<file path="src/hw/lctg_defines.svh">
`ifndef LCTG_DEFINES_SVH
`define LCTG_DEFINES_SVH

// ----------------------------------------
// Clock
// ----------------------------------------
`define LCTG_CLK_PS            50000
`define LCTG_CYC_FLOOR_PS      6000

// ----------------------------------------
// Limits in picoseconds and cycle minimums
// ----------------------------------------
`define LCTG_MRW_CYC           3
`define LCTG_MRR_CYC           2
`define LCTG_SR_LOW_PS         15000
`define LCTG_SR_LOW_CYC        3
`define LCTG_SR_EXIT_ADD_PS    10000
`define LCTG_SR_EXIT_CYC       2
`define LCTG_RFCAB_PS          130000
`define LCTG_PD_EXIT_PS        7500
`define LCTG_PD_EXIT_CYC       2
`define LCTG_RTP_PS            7500
`define LCTG_RTP_CYC           2
`define LCTG_WTR_FAST_PS       7500
`define LCTG_WTR_SLOW_PS       10000
`define LCTG_WTR_CYC           2
`define LCTG_RRD_PS            10000
`define LCTG_RRD_CYC           2
`define LCTG_DERATE_PS         1875
`define LCTG_DPD_US            500
`define LCTG_BOOT_MIN_PS       18000
`define LCTG_TEMP_MR_ADDR      8'h04

`endif

</file>
<file path="src/hw/lctg_pkg.sv">
package lctg_pkg;

  typedef enum logic [3:0] {
    LCTG_CMD_NOP,
    LCTG_CMD_MRW,
    LCTG_CMD_MRR,
    LCTG_CMD_ACT,
    LCTG_CMD_RD,
    LCTG_CMD_WR,
    LCTG_CMD_PRE,
    LCTG_CMD_SR_ENTER,
    LCTG_CMD_SR_EXIT,
    LCTG_CMD_PD_ENTER,
    LCTG_CMD_PD_EXIT,
    LCTG_CMD_DPD_ENTER,
    LCTG_CMD_DPD_EXIT
  } lctg_cmd_t;

  typedef enum logic [1:0] {
    LCTG_PWR_ACTIVE,
    LCTG_PWR_SELF_REF,
    LCTG_PWR_POWER_DOWN,
    LCTG_PWR_DEEP_SLEEP
  } lctg_pwr_t;

  // Ceiling of picoseconds over the clock period, at least one cycle, and never below min cycles when use_min is set
  function automatic logic [31:0] lctg_cycles(input int unsigned ps, input int unsigned period_ps,
                                              input int unsigned min_cyc, input bit use_min);
    int unsigned c;
    c = (ps + period_ps - 1) / period_ps;
    if (c == 0) c = 1;
    if (use_min && (c < min_cyc)) c = min_cyc;
    return 32'(c);
  endfunction : lctg_cycles

endpackage : lctg_pkg

</file>
<file path="src/hw/lctg_down_counter.sv">
`timescale 1ns/1ps
`default_nettype none

// ----------------------------------------
// Guard counter: busy until count elapses
// ----------------------------------------
module lctg_down_counter #(
  parameter int W = 16
) (
  input  wire logic         sys_clk,
  input  wire logic         sys_rst,
  input  wire logic         load,
  input  wire logic [W-1:0] load_val,
  output logic              busy
);

  logic [W-1:0] cnt_q;
  logic [W-1:0] cnt_d;

  initial begin
    if (W < 2) $error("lctg_down_counter: W too small");
  end

  // Load value of N blocks the following N cycles
  assign cnt_d = load ? load_val : ((cnt_q != '0) ? cnt_q - W'(1) : cnt_q);
  assign busy  = (cnt_q != '0);

  always_ff @(posedge sys_clk) begin
    if (sys_rst) begin
      cnt_q <= '0;
    end else begin
      cnt_q <= cnt_d;
    end
  end

endmodule : lctg_down_counter

`default_nettype wire

</file>
<file path="src/hw/lctg_guard.sv">
// Behaviour
// (RULE1) After a mode register write, wait 3 cycles before any command.
// (RULE2) After a mode register read, wait 2 cycles before any command.
// (RULE3) In self refresh keep clock enable low max(15 ns, 3 cycles).
// (RULE4) After self refresh exit wait refresh cycle plus 10 ns, min 2 cycles.
// (RULE5) After power-down exit wait max(7.5 ns, 2 cycles).
// (RULE6) Read to precharge same bank at least max(7.5 ns, 2 cycles).
// (RULE7) Write data end to read: 7.5 ns fast, 10 ns slow grades, min 2.
// (RULE8) Activates to different banks spaced max(10 ns, 2 cycles).
// (RULE9) Deep power-down held at least 500 us before exit.
// (RULE10) Where ns and cycle limits both exist, take the longer.
// (RULE11) Cycle minimums apply only when the clock period exceeds 6 ns.
// (RULE12) Before configuration clock runs 10-55 MHz, period at least 18 ns.
// (RULE13) Device loads mode register defaults on a reset write.
// (RULE14) Temperature register asks derating: add 1.875 ns to core limits. Code derates only the activate spacing (RULE8).
// (RULE15) Each ns limit becomes rounded-up cycles held by a down-counter.
`timescale 1ns/1ps
`default_nettype none
`include "lctg_defines.svh"

module lctg_guard #(
  parameter int unsigned CLK_PS     = `LCTG_CLK_PS,
  parameter int unsigned DPD_CYCLES = (`LCTG_DPD_US * 1000000) / `LCTG_CLK_PS,
  parameter bit          SLOW_GRADE = 1'b1,
  parameter int          NBANK      = 8,
  parameter int          CW         = 16
) (
  input  wire logic                sys_clk,
  input  wire logic                sys_rst,
  input  wire logic                req_valid,
  output logic                     req_ready,
  input  wire lctg_pkg::lctg_cmd_t req_cmd,
  input  wire logic [2:0]          req_bank,
  input  wire logic [7:0]          req_mr_addr,
  input  wire logic                mr_rdata_valid,
  input  wire logic [7:0]          mr_rdata,
  input  wire logic                configured,
  output logic                     cmd_valid,
  output lctg_pkg::lctg_cmd_t      cmd_out,
  output logic [2:0]               cmd_bank,
  output logic [7:0]               cmd_mr_addr,
  output logic                     cke,
  output logic                     derate_active,
  output logic                     boot_clock_ok
);

  // ----------------------------------------
  // Elaboration checks
  // ----------------------------------------
  initial begin
    if (NBANK != 8) $error("lctg_guard: bank field serves eight banks");
    if (DPD_CYCLES >= (1 << CW)) $error("lctg_guard: CW too narrow for deep sleep");
    if (CLK_PS == 0) $error("lctg_guard: zero clock period");
  end

  // ----------------------------------------
  // Cycle counts
  // ----------------------------------------
  localparam bit USE_MIN = (CLK_PS > `LCTG_CYC_FLOOR_PS); // RULE11
  localparam int unsigned WTR_PS = SLOW_GRADE ? `LCTG_WTR_SLOW_PS : `LCTG_WTR_FAST_PS; // RULE7

  // RULE10 RULE15
  localparam logic [31:0] MRW_N = `LCTG_MRW_CYC; // RULE1
  localparam logic [31:0] MRR_N = `LCTG_MRR_CYC; // RULE2
  localparam logic [31:0] SRL_N = lctg_pkg::lctg_cycles(`LCTG_SR_LOW_PS, CLK_PS,
                                    `LCTG_SR_LOW_CYC, USE_MIN); // RULE3
  localparam logic [31:0] SRX_N = lctg_pkg::lctg_cycles(`LCTG_RFCAB_PS + `LCTG_SR_EXIT_ADD_PS,
                                    CLK_PS, `LCTG_SR_EXIT_CYC, USE_MIN); // RULE4
  localparam logic [31:0] PDX_N = lctg_pkg::lctg_cycles(`LCTG_PD_EXIT_PS, CLK_PS,
                                    `LCTG_PD_EXIT_CYC, USE_MIN); // RULE5
  localparam logic [31:0] RTP_N = lctg_pkg::lctg_cycles(`LCTG_RTP_PS, CLK_PS,
                                    `LCTG_RTP_CYC, USE_MIN); // RULE6
  localparam logic [31:0] WTR_N = lctg_pkg::lctg_cycles(WTR_PS, CLK_PS,
                                    `LCTG_WTR_CYC, USE_MIN); // RULE7
  localparam logic [31:0] RRD_N = lctg_pkg::lctg_cycles(`LCTG_RRD_PS, CLK_PS,
                                    `LCTG_RRD_CYC, USE_MIN); // RULE8
  localparam logic [31:0] RRDD_N = lctg_pkg::lctg_cycles(`LCTG_RRD_PS + `LCTG_DERATE_PS,
                                    CLK_PS, `LCTG_RRD_CYC, USE_MIN); // RULE14

  // ----------------------------------------
  // Issue decode
  // ----------------------------------------
  wire logic is_mrw  = (req_cmd == lctg_pkg::LCTG_CMD_MRW);
  wire logic is_mrr  = (req_cmd == lctg_pkg::LCTG_CMD_MRR);
  wire logic is_act  = (req_cmd == lctg_pkg::LCTG_CMD_ACT);
  wire logic is_rd   = (req_cmd == lctg_pkg::LCTG_CMD_RD);
  wire logic is_wr   = (req_cmd == lctg_pkg::LCTG_CMD_WR);
  wire logic is_pre  = (req_cmd == lctg_pkg::LCTG_CMD_PRE);
  wire logic is_srx  = (req_cmd == lctg_pkg::LCTG_CMD_SR_EXIT);
  wire logic is_pdx  = (req_cmd == lctg_pkg::LCTG_CMD_PD_EXIT);
  wire logic is_dpdx = (req_cmd == lctg_pkg::LCTG_CMD_DPD_EXIT);
  wire logic is_sre  = (req_cmd == lctg_pkg::LCTG_CMD_SR_ENTER);
  wire logic is_dpde = (req_cmd == lctg_pkg::LCTG_CMD_DPD_ENTER);
  wire logic is_pde  = (req_cmd == lctg_pkg::LCTG_CMD_PD_ENTER);
  wire logic is_exit = is_srx | is_pdx | is_dpdx;

  lctg_pkg::lctg_pwr_t pwr_state;
  logic                issue;

  logic any_busy;
  logic sr_low_busy;
  logic dpd_busy;
  logic wtr_busy;
  logic rrd_busy;
  logic [NBANK-1:0] rtp_busy;
  logic [7:0]       last_act_bank_q;
  logic             act_seen_q;
  logic             derate_q;
  logic             boot_ok_q;
  logic             cfg_m_q;
  logic             cfg_q;

  // Command-to-command gap after mode register access and self refresh and power-down exits
  logic [CW-1:0] gap_val;
  assign gap_val = is_mrw ? CW'(MRW_N - 32'd1) :          // RULE1
                   is_mrr ? CW'(MRR_N - 32'd1) :          // RULE2
                   is_srx ? CW'(SRX_N) :                  // RULE4
                   is_pdx ? CW'(PDX_N) :                  // RULE5
                   '0;

  // Per-state legality of the requested command
  wire logic state_ok =
    (pwr_state == lctg_pkg::LCTG_PWR_SELF_REF)    ? is_srx :
    (pwr_state == lctg_pkg::LCTG_PWR_POWER_DOWN)  ? is_pdx :
    (pwr_state == lctg_pkg::LCTG_PWR_DEEP_SLEEP)  ? is_dpdx :
    !is_exit;

  wire logic rtp_hit = is_pre && rtp_busy[req_bank];                       // RULE6
  wire logic rrd_hit = is_act && rrd_busy && act_seen_q
                       && (last_act_bank_q[2:0] != req_bank);               // RULE8
  wire logic wtr_hit = is_rd && wtr_busy;                                   // RULE7
  wire logic srl_hit = is_srx && sr_low_busy;                               // RULE3
  wire logic dpd_hit = is_dpdx && dpd_busy;                                 // RULE9
  wire logic boot_hit = !boot_ok_q;                                         // RULE12

  assign req_ready = state_ok && !any_busy && !rtp_hit && !rrd_hit && !wtr_hit
                     && !srl_hit && !dpd_hit && !boot_hit;
  assign issue = req_valid && req_ready;

  // ----------------------------------------
  // Guard counters
  // ----------------------------------------
  lctg_down_counter #(.W(CW)) u_gap (
    .sys_clk  (sys_clk),
    .sys_rst  (sys_rst),
    .load     (issue && (gap_val != '0)),
    .load_val (gap_val),
    .busy     (any_busy)
  );

  lctg_down_counter #(.W(CW)) u_srl (
    .sys_clk  (sys_clk),
    .sys_rst  (sys_rst),
    .load     (issue && is_sre),
    .load_val (CW'(SRL_N - 32'd1)),
    .busy     (sr_low_busy)
  ); // RULE3

  lctg_down_counter #(.W(CW)) u_dpd (
    .sys_clk  (sys_clk),
    .sys_rst  (sys_rst),
    .load     (issue && is_dpde),
    .load_val (CW'(DPD_CYCLES)),
    .busy     (dpd_busy)
  ); // RULE9

  lctg_down_counter #(.W(CW)) u_wtr (
    .sys_clk  (sys_clk),
    .sys_rst  (sys_rst),
    .load     (issue && is_wr),
    .load_val (CW'(WTR_N)),
    .busy     (wtr_busy)
  ); // RULE7

  lctg_down_counter #(.W(CW)) u_rrd (
    .sys_clk  (sys_clk),
    .sys_rst  (sys_rst),
    .load     (issue && is_act),
    .load_val (derate_q ? CW'(RRDD_N - 32'd1) : CW'(RRD_N - 32'd1)),
    .busy     (rrd_busy)
  ); // RULE8 RULE14

  for (genvar b = 0; b < NBANK; b++) begin : g_rtp
    lctg_down_counter #(.W(CW)) u_rtp (
      .sys_clk  (sys_clk),
      .sys_rst  (sys_rst),
      .load     (issue && is_rd && (req_bank == 3'(b))),
      .load_val (CW'(RTP_N - 32'd1)),
      .busy     (rtp_busy[b])
    ); // RULE6
  end

  lctg_power_tracker u_pwr (
    .sys_clk   (sys_clk),
    .sys_rst   (sys_rst),
    .issue     (issue),
    .cmd       (req_cmd),
    .pwr_state (pwr_state),
    .cke       (cke)
  ); // RULE3

  // ----------------------------------------
  // Derating and boot clock tracking
  // ----------------------------------------
  // Refresh-rate code above 3 on the temperature register means derate
  logic mrr_temp_q;
  wire logic temp_rsp = mr_rdata_valid && mrr_temp_q;

  always_ff @(posedge sys_clk) begin
    if (sys_rst) begin
      last_act_bank_q <= 8'h00;
      act_seen_q      <= 1'b0;
      derate_q        <= 1'b0;
      mrr_temp_q      <= 1'b0;
      cfg_m_q         <= 1'b0;
      cfg_q           <= 1'b0;
      boot_ok_q       <= 1'b0;
    end else begin
      cfg_m_q    <= configured;
      cfg_q      <= cfg_m_q;
      boot_ok_q  <= cfg_q | (CLK_PS >= `LCTG_BOOT_MIN_PS); // RULE12
      if (issue && is_act) begin
        last_act_bank_q <= {5'h00, req_bank};
        act_seen_q      <= 1'b1;
      end
      if (issue && is_mrr) mrr_temp_q <= (req_mr_addr == `LCTG_TEMP_MR_ADDR);
      else if (mr_rdata_valid) mrr_temp_q <= 1'b0;
      if (temp_rsp) derate_q <= (mr_rdata[2:0] > 3'h3); // RULE14
    end
  end

  // ----------------------------------------
  // Command outputs, registered
  // ----------------------------------------
  always_ff @(posedge sys_clk) begin
    if (sys_rst) begin
      cmd_valid   <= 1'b0;
      cmd_out     <= lctg_pkg::LCTG_CMD_NOP;
      cmd_bank    <= 3'h0;
      cmd_mr_addr <= 8'h00;
    end else begin
      cmd_valid   <= issue;
      cmd_out     <= issue ? req_cmd : lctg_pkg::LCTG_CMD_NOP;
      cmd_bank    <= issue ? req_bank : cmd_bank;
      cmd_mr_addr <= issue ? req_mr_addr : cmd_mr_addr;
    end
  end

  assign derate_active = derate_q;
  assign boot_clock_ok = boot_ok_q;

endmodule : lctg_guard

`default_nettype wire

</file>
<file path="src/hw/lctg_power_tracker.sv">
`timescale 1ns/1ps
`default_nettype none

// ----------------------------------------
// Power state of the memory as seen by the controller
// ----------------------------------------
module lctg_power_tracker (
  input  wire logic               sys_clk,
  input  wire logic               sys_rst,
  input  wire logic               issue,
  input  wire lctg_pkg::lctg_cmd_t cmd,
  output lctg_pkg::lctg_pwr_t     pwr_state,
  output logic                    cke
);

  lctg_pkg::lctg_pwr_t pwr_q;
  lctg_pkg::lctg_pwr_t pwr_d;

  always_comb begin
    pwr_d = pwr_q;
    if (issue) begin
      case (cmd)
        lctg_pkg::LCTG_CMD_SR_ENTER:  pwr_d = lctg_pkg::LCTG_PWR_SELF_REF;
        lctg_pkg::LCTG_CMD_PD_ENTER:  pwr_d = lctg_pkg::LCTG_PWR_POWER_DOWN;
        lctg_pkg::LCTG_CMD_DPD_ENTER: pwr_d = lctg_pkg::LCTG_PWR_DEEP_SLEEP;
        lctg_pkg::LCTG_CMD_SR_EXIT,
        lctg_pkg::LCTG_CMD_PD_EXIT,
        lctg_pkg::LCTG_CMD_DPD_EXIT:  pwr_d = lctg_pkg::LCTG_PWR_ACTIVE;
        default:                      pwr_d = pwr_q;
      endcase
    end
  end

  always_ff @(posedge sys_clk) begin
    if (sys_rst) begin
      pwr_q <= lctg_pkg::LCTG_PWR_ACTIVE;
      cke   <= 1'b1;
    end else begin
      pwr_q <= pwr_d;
      cke   <= (pwr_d == lctg_pkg::LCTG_PWR_ACTIVE);
    end
  end

  assign pwr_state = pwr_q;

endmodule : lctg_power_tracker

`default_nettype wire

</file>
<file path="config.mk">
export PLATFORM = sky130hd
export DESIGN_NAME = lctg_guard
export DESIGN_NICKNAME = d
export VERILOG_FILES = /design/src/hw/lctg_pkg.sv /design/src/hw/lctg_down_counter.sv /design/src/hw/lctg_guard.sv /design/src/hw/lctg_power_tracker.sv
export VERILOG_INCLUDE_DIRS = /design/src /design/src/hw
export SDC_FILE = /design/constraint.sdc
export NUM_CORES = 1
export LEC_CHECK = 0
export ABC_AREA = 1
export BUFFER_PORTS_ARGS = -buffer_cell sky130_fd_sc_hd__buf_2
export CORE_MARGIN = 2
export CORE_UTILIZATION = 55
export CTS_CLUSTER_SIZE = 20
export DETAILED_ROUTE_END_ITERATION = 8
export PLACE_DENSITY_LB_ADDON = 0.2
export SLEW_MARGIN = 20
export SYNTH_ARGS = -nofsm -noshare
export SYNTH_HDL_FRONTEND = slang
export SYNTH_HIERARCHICAL = 1
export SYNTH_SLANG_ARGS = --single-unit
</file>
<file path="constraint.sdc">
create_clock -name sys_clk -period 2.6 [get_ports sys_clk]
set_input_delay 0.13 -clock sys_clk [delete_from_list [all_inputs] [get_ports sys_clk]]
set_output_delay 0.13 -clock sys_clk [all_outputs]
set_load 0.05 [all_outputs]
</file>
# After elaboration in Yosys (flattened, before gate mapping)
# Cells that the tools add are included.
# W data, S select, Z words.
# op_classes
add_sub_neg	13
magnitude_cmp	2
n_eq_ne	24
n_mux	40
bitwise_logic	3
reduce_logical	82
# ops
cell	n
$reduce_bool A16 Y1	14
$sub A16 B1 Y16 const B	13
$mux W16	2
$logic_and A1 B1 Y1	31
$mux W14	2
$reduce_bool A2 Y1	14
$reduce_or A2 Y1	13
$mux W1	25
$eq A4 B4 Y1 const B	5
$mux W2	9
$eq A4 B3 Y1 const B	4
$eq A3 B3 Y1 const B	4
$eq A4 B2 Y1 const B	2
$eq A8 B3 Y1 const B	1
$pmux W2 S4	1
$logic_not A1 Y1	7
$eq A3 B2 Y1 const B	2
$eq A2 B2 Y1 const B	2
$eq A4 B1 Y1 const B	1
$lt A3 B4 Y1 const B	1
$bmux W1 S3	1
$eq A3 B1 Y1 const B	1
$gt A3 B2 Y1 const B	1
$logic_not A3 Y1	1
6 further kinds	7
# totals
reg_bits	234
input_bits	28
output_inout_bits	20
wordCells	200

# Depth between registers and ports, before layout
# logic_depth
depth_word	18
mapped_depth	20
mapped_depth_nobuf	19

# Modules after synthesis
# Netlist, hierarchy kept.
# modules_own_cells
module	instances	cells_each	area_each_um2	seq_area_each_um2
lctg_down_counter	13	176	1118.6	320.3
lctg_guard	1	220	1435.1	460.4
lctg_power_tracker	1	28	175.2	60.1

# Worst setup path after synthesis
# No wires, ideal clock.
# synth_path
path_type	reg-to-reg
from	register g_rtp[6].u_rtp.cnt_q[0]
to	register u_wtr.cnt_q[12]
setup_ns	0.116
arrival_ns	2.470
required_time_ns	2.484
setup_slack_ns	0.015
stages_incl_launch_ff	17
path_buffers	1
period_less_slack_ns	2.585
path_cell_list	dfxtp_1 -> inv_2 -> ha_1 -> inv_2 -> nor2_8 -> nand4_4 -> nand3_1 -> nand2_1 -> nand3b_1 -> nand3_2 -> nand3_4 -> nor2_8 -> nand2_1 -> nor3_1 -> clkbuf_1 -> mux2i_1 -> nor2_1
# synth_between
elab_chain_cells	14
# synth_lines
item	line_no	text
start, declared	lctg_down_counter.sv:17	logic [W-1:0] cnt_q;
start signal, assigned	lctg_down_counter.sv:32	cnt_q <= cnt_d;
$reduce_bool A16 Y1	lctg_down_counter.sv:26	assign busy = (cnt_q != '0);
named net rtp_busy[6]	lctg_guard.sv:105	logic [NBANK-1:0] rtp_busy;
$bmux W1 S3	lctg_guard.sv:128	wire logic rtp_hit = is_pre && rtp_busy[req_bank];
$mux W1 (not written as such)	lctg_guard.sv:128	
$logic_and A1 B1 Y1	lctg_guard.sv:128	
$logic_not A1 Y1	lctg_guard.sv:136	assign req_ready = state_ok && !any_busy && !rtp_hit && !rrd_hit && !wtr_hit
$logic_and A1 B1 Y1 (3 in series)	lctg_guard.sv:136	
$logic_and A1 B1 Y1 (3 in series)	lctg_guard.sv:137	&& !srl_hit && !dpd_hit && !boot_hit;
$logic_and A1 B1 Y1	lctg_guard.sv:138	assign issue = req_valid && req_ready;
$logic_and A1 B1 Y1	lctg_guard.sv:170	.load (issue && is_wr),
$reduce_or A2 Y1 (no line)	--	
end signal, assigned	lctg_down_counter.sv:32	
end, declared	lctg_down_counter.sv:17	
# The timed path passes the listed nets, and every way through them passes these cells. The select of a mux whose other input is x is not followed.
# A chain may end at the register's enable or synchronous reset.

# Final worst setup path
# layout_path
from	register g_rtp[6].u_rtp.cnt_q[5]
to	register g_rtp[5].u_rtp.cnt_q[6]
# layout_between
elab_chain_cells	15
# layout_lines
item	line_no	text
$reduce_bool A16 Y1	lctg_down_counter.sv:26	
named net rtp_busy[6]	lctg_guard.sv:105	
$bmux W1 S3	lctg_guard.sv:128	
$mux W1 (not written as such)	lctg_guard.sv:128	
$logic_and A1 B1 Y1	lctg_guard.sv:128	
$logic_not A1 Y1	lctg_guard.sv:136	
$logic_and A1 B1 Y1 (3 in series)	lctg_guard.sv:136	
$logic_and A1 B1 Y1 (3 in series)	lctg_guard.sv:137	
$logic_and A1 B1 Y1	lctg_guard.sv:138	
$logic_and A1 B1 Y1 (2 in series)	lctg_guard.sv:187	.load (issue && is_rd && (req_bank == 3'(b))),
$reduce_or A2 Y1 (no line)	--	
end signal, assigned	lctg_down_counter.sv:32	
end, declared	lctg_down_counter.sv:17	
# The timed path passes the listed nets, and every way through them passes these cells. The select of a mux whose other input is x is not followed.

==> summary.md <==
| Metric | Value |
|---|---|
| Outcome | complete, but fails checks |
| Failing checks | DRC, setup timing |
| Unique masters post-synth | 40 |
| Starting Density | 56.1% |
| Cell area after synthesis | 0.0162 mm² |
| Placed Cells | 3243 |
| Worst-path cell chain | nor2_4 > nand2_4 > nor2_8 > nand4_4 > nand3_2 > nand2_1 > nand3b_1 > nand3_2 > nand3_4 > nor2_8 > nand4_1 > nor2_1 > buf_4 > clkinvlp_4 > buf_6 > o21ai_2 > nor2_1 |
| Final setup margin | -0.00973 ns |
| H-tree levels | 1 |
| Largest net degree at the start of global routing | 83 |
| Hold_ws | 0.0149 ns |
| Critical path's slowest cell | dfxtp_4 |
| Post-DRT Antenna Nets | 0 |
| First-pass GRT wire length | 68400 µm |
| Worst Hold Launch | req_cmd[0] |
| Clk_lat worst skew | 0.56 ns |
| Commonest non-fill, non-tap cell in the layout | nand2_1 |
| Post-synthesis sequential area ratio | 29.0% |
| Pre-antenna DRT Iters | 7 |
| Nets | 2992 |
| Synth area leader | dfxtp_1 |
| Crit path from | g_rtp[6].u_rtp/cnt_q[5] |
| DRC | 2 |
| Async S/R FF share, synth | 0% |
| Fin. max-slew vios | 0 |
| Core ar. | 0.0288 mm² |
| Area share of the largest cell type after synthesis | 29.0% |
| Comb pwr share | 60.1% |
| Initial antenna violation count | 2 |
| Reg-to-Reg End | g_rtp[5].u_rtp/cnt_q[6] |
| Number of synthesized register bits | 234 |
| Synth area leaders | dfxtp_1 (29%), nand2_1 (17%), nor2_1 (9.9%) |
| Leading cell types in the layout, fill and taps excluded | nand2_1 (726), nor2_1 (398), dfxtp_1 (211) |
| Routed wire per std cell | 12.0 µm |
| Synth-to-Final Area Change | 26.4% |
| Maximum vdd drop | 0.638 mV |
| Clock Skew | 0.0351 ns |
| IO Port Bufs | 39 |
| Placed Instance Area | 0.0184 mm² |
| Final Non-Filler Cells | 3358 |
| WP data required | 3.01 ns |
| Clock root cell | clkbuf_16 |
| Share of layout cells above drive strength 1 | 23.9% |
| Die Width | 175 µm |
| CP max FO | 5 |
| Avg Vias per Cell | 4.88 |
| Design area | 0.0204 mm² |
| Die area | 0.0308 mm² |
| Vias in the first global route | 15.5k |
| Clock share of power | 16.3% |
| Reg2reg path depth | 17 |
| Hold path endpoint | u_pwr/pwr_state[1] |
| Largest stage delay on the critical path | 0.35 ns |
| Startpoint types | register |
| R2r setup slk | -0.01 ns |
| RePlAce Congestion | 0.898 |
| CP Capture Type | register |
| Internal power | 12.6 mW |
| Post-route minimum period | 2.61 ns |
| Clock transition at the registers of the reported paths | 0.06 ns |
| Grt ovf | 0 |
| Routed vias | 16.4k |
| Fmax | 0.383 GHz |
| Yosys warnings | 6 |
| Power per cell area | 1150 mW/mm² |
| Worst setup path category | reg -> reg |
| # Max-Cap Violations | 0 |
| Final HPWL from detailed placement | 28000 µm |
| Sw frac | 46.3% |
| RSZ-0062 raised after global routing | yes |
| Boundary Pins | 48 |
| Post-synth EDFFs | 0 |
| Clock Tree Buf Depth | 3 |
| CTS tree | done |
| Chip Height | 175 µm |
| Final setup violating endpoints | 1 |
| Number of CTS-inserted buffers | 28 |
| Syn Area/Cell | 6.37 µm² |
| Ys flop type | dfxtp_1 |
| Sequential share of power | 23.6% |
| Clock sink count | 234 |
| Period utilization | 100% |
| Hold Path Depth | 5 |
| Hold WC Path Type | in -> reg |
| Iteration-0 DRC Markers | 862 |
| Hold Vio Cnt, Final | 0 |
| Leak | 10.1 nW |
| CP delay by family, top | simple AND/OR/NAND/NOR gates |
| FP Rows | 62 |
| WL final | 40200 µm |
| Switching pwr | 10.8 mW |
| Total GRT Usage | 25.6% |
| RR Startpoint | g_rtp[6].u_rtp/cnt_q[5] |
| WP data arrival | 3.02 ns |
| CP Buf/Inv Count | 3 |
| Cells after Synth | 2536 |
-- metrics by stage --
| stage | utilization [%] | TNS (ns) | worst slack (ns) | power [mW] |
|---|---|---|---|---|
| finish | 70.9 | -0.00973 | -0.00973 | 23.4 |
| global placement | 64.0 | -0.588 | -0.0725 | 18.0 |
| CTS | 68.9 | -0.00423 | -0.00423 | 22.8 |
| floorplan | - | 0 | 0.0147 | 15.7 |
| global route | 70.9 | -6.52 | -0.192 | 25.6 |
| detailed placement | 64.0 | -3.10 | -0.152 | 18.5 |
-- cells by family (layout without fill, tap and decap cells) --
kind of cell	count (synthesis)	after routing	synth area share (%)
and+or+nand+nor	1679	1679	50.7
buffers and inverters	330	562	7.95
DFF	234	234	29.0
AOI/OAI and AO/OA	200	200	6.93
xor gates and xnor gates	65	65	3.52
adders and majority gates	13	13	1.01
muxes	13	13	0.806
other	2	208	0.0465
-- state kept, by name (all words and copies together) (netlist names), 2 cells and up --
name / cells
last_act_bank_q: 3
g_rtp.u_rtp/cnt_q: 128
u_rrd/cnt_q: 16
u_wtr/cnt_q: 16
cmd_mr_addr: 8
cmd_out: 4
cmd_bank: 3
u_pwr/pwr_state: 2
u_srl/cnt_q: 16
u_dpd/cnt_q: 16
u_gap/cnt_q: 16
-- power by group through the flow --
stage / combinational (mW) / clock, mW / sequential (mW)
global placement: 12.5 / 0 / 5.48
CTS: 13.4 / 3.91 / 5.47
finish: 14.1 / 3.81 / 5.53
floorplan: 10.2 / 0 / 5.49
detailed placement: 13.0 / 0 / 5.51
global route: 15.9 / 4.05 / 5.64
-- worst max path at each step --
stage               slack, ns  cells after the start                       to
CTS                    -0.004                     18  g_rtp[5].u_rtp/cnt_q[0]
finish                  -0.01                     17  g_rtp[5].u_rtp/cnt_q[6]
global route            -0.19                     18  g_rtp[5].u_rtp/cnt_q[0]
global placement        -0.07                     18  g_rtp[5].u_rtp/cnt_q[0]
detailed placement      -0.15                     18  g_rtp[5].u_rtp/cnt_q[0]
floorplan                0.01                     16          u_wtr/cnt_q[12]
-- synth_stat cells (2+ instances only) --
| master | count |
|---|---|
| o211ai_1 | 13 |
| nand4_1 | 45 |
| o21ai_2 | 13 |
| dfxtp_1 | 234 |
| inv_1 | 224 |
| xnor2_1 | 52 |
| nand3_2 | 5 |
| o21ai_0 | 55 |
| nor2_1 | 427 |
| nand4_4 | 13 |
| nor2_2 | 68 |
| nand3_1 | 199 |
| a21oi_1 | 96 |
| nor3_1 | 3 |
| nor2_4 | 53 |
| ha_1 | 13 |
| nor2_8 | 14 |
| buf_2 | 17 |
| conb_1 | 2 |
| nor3_2 | 13 |
| a21oi_2 | 9 |
| mux2i_1 | 13 |
| or2_1 | 13 |
| xor2_1 | 13 |
| nand2_2 | 51 |
| nand2_4 | 26 |
| inv_2 | 47 |
| o21ai_1 | 13 |
| nand2_1 | 743 |
| clkbuf_1 | 39 |
-- tightest hold or removal path, stage by stage --
cell and delay [ns]:
buf_2 0.15, nand3_1 0.09, nand2_1 0.07, nand2_2 0.06
inv_1 0.03
-- timing repair --
item                                    in CTS  in global routing
resized for setup                           54                127
pin swaps                                   21                 49
hold buffers                                19                  0
buffers inserted                            13                 28
gates cloned                                 1                  2
hold endpoints to repair                    56                  0
endpoints found under the setup margin      84                185
-- routing by layer --
metal | share of wire [%] | global-route usage, % | up-vias | routed length (µm)
li1 | - | - | 8610 | -
met1 | 44 | 31.7 | 7414 | 17700
met2 | 49 | 46.4 | 294 | 19900
met3 | 4.4 | 3.33 | 69 | 1750
met4 | 2.1 | 6.98 | 2 | 852
met5 | 0.027 | 0 | - | 11
-- layout make-up --
cell class	count	area [µm²]
timing repair buffer	239	1850
timing repair inverter	1	7.51
inverter	271	1040
multi-input combinational	2176	11400
antenna	2	5.00
tap	384	480
sequential	234	4720
clock buffer	40	796
clock inverter	11	100
fill	2407	8370
No activity file was read; power rests on OpenSTA's default activity.
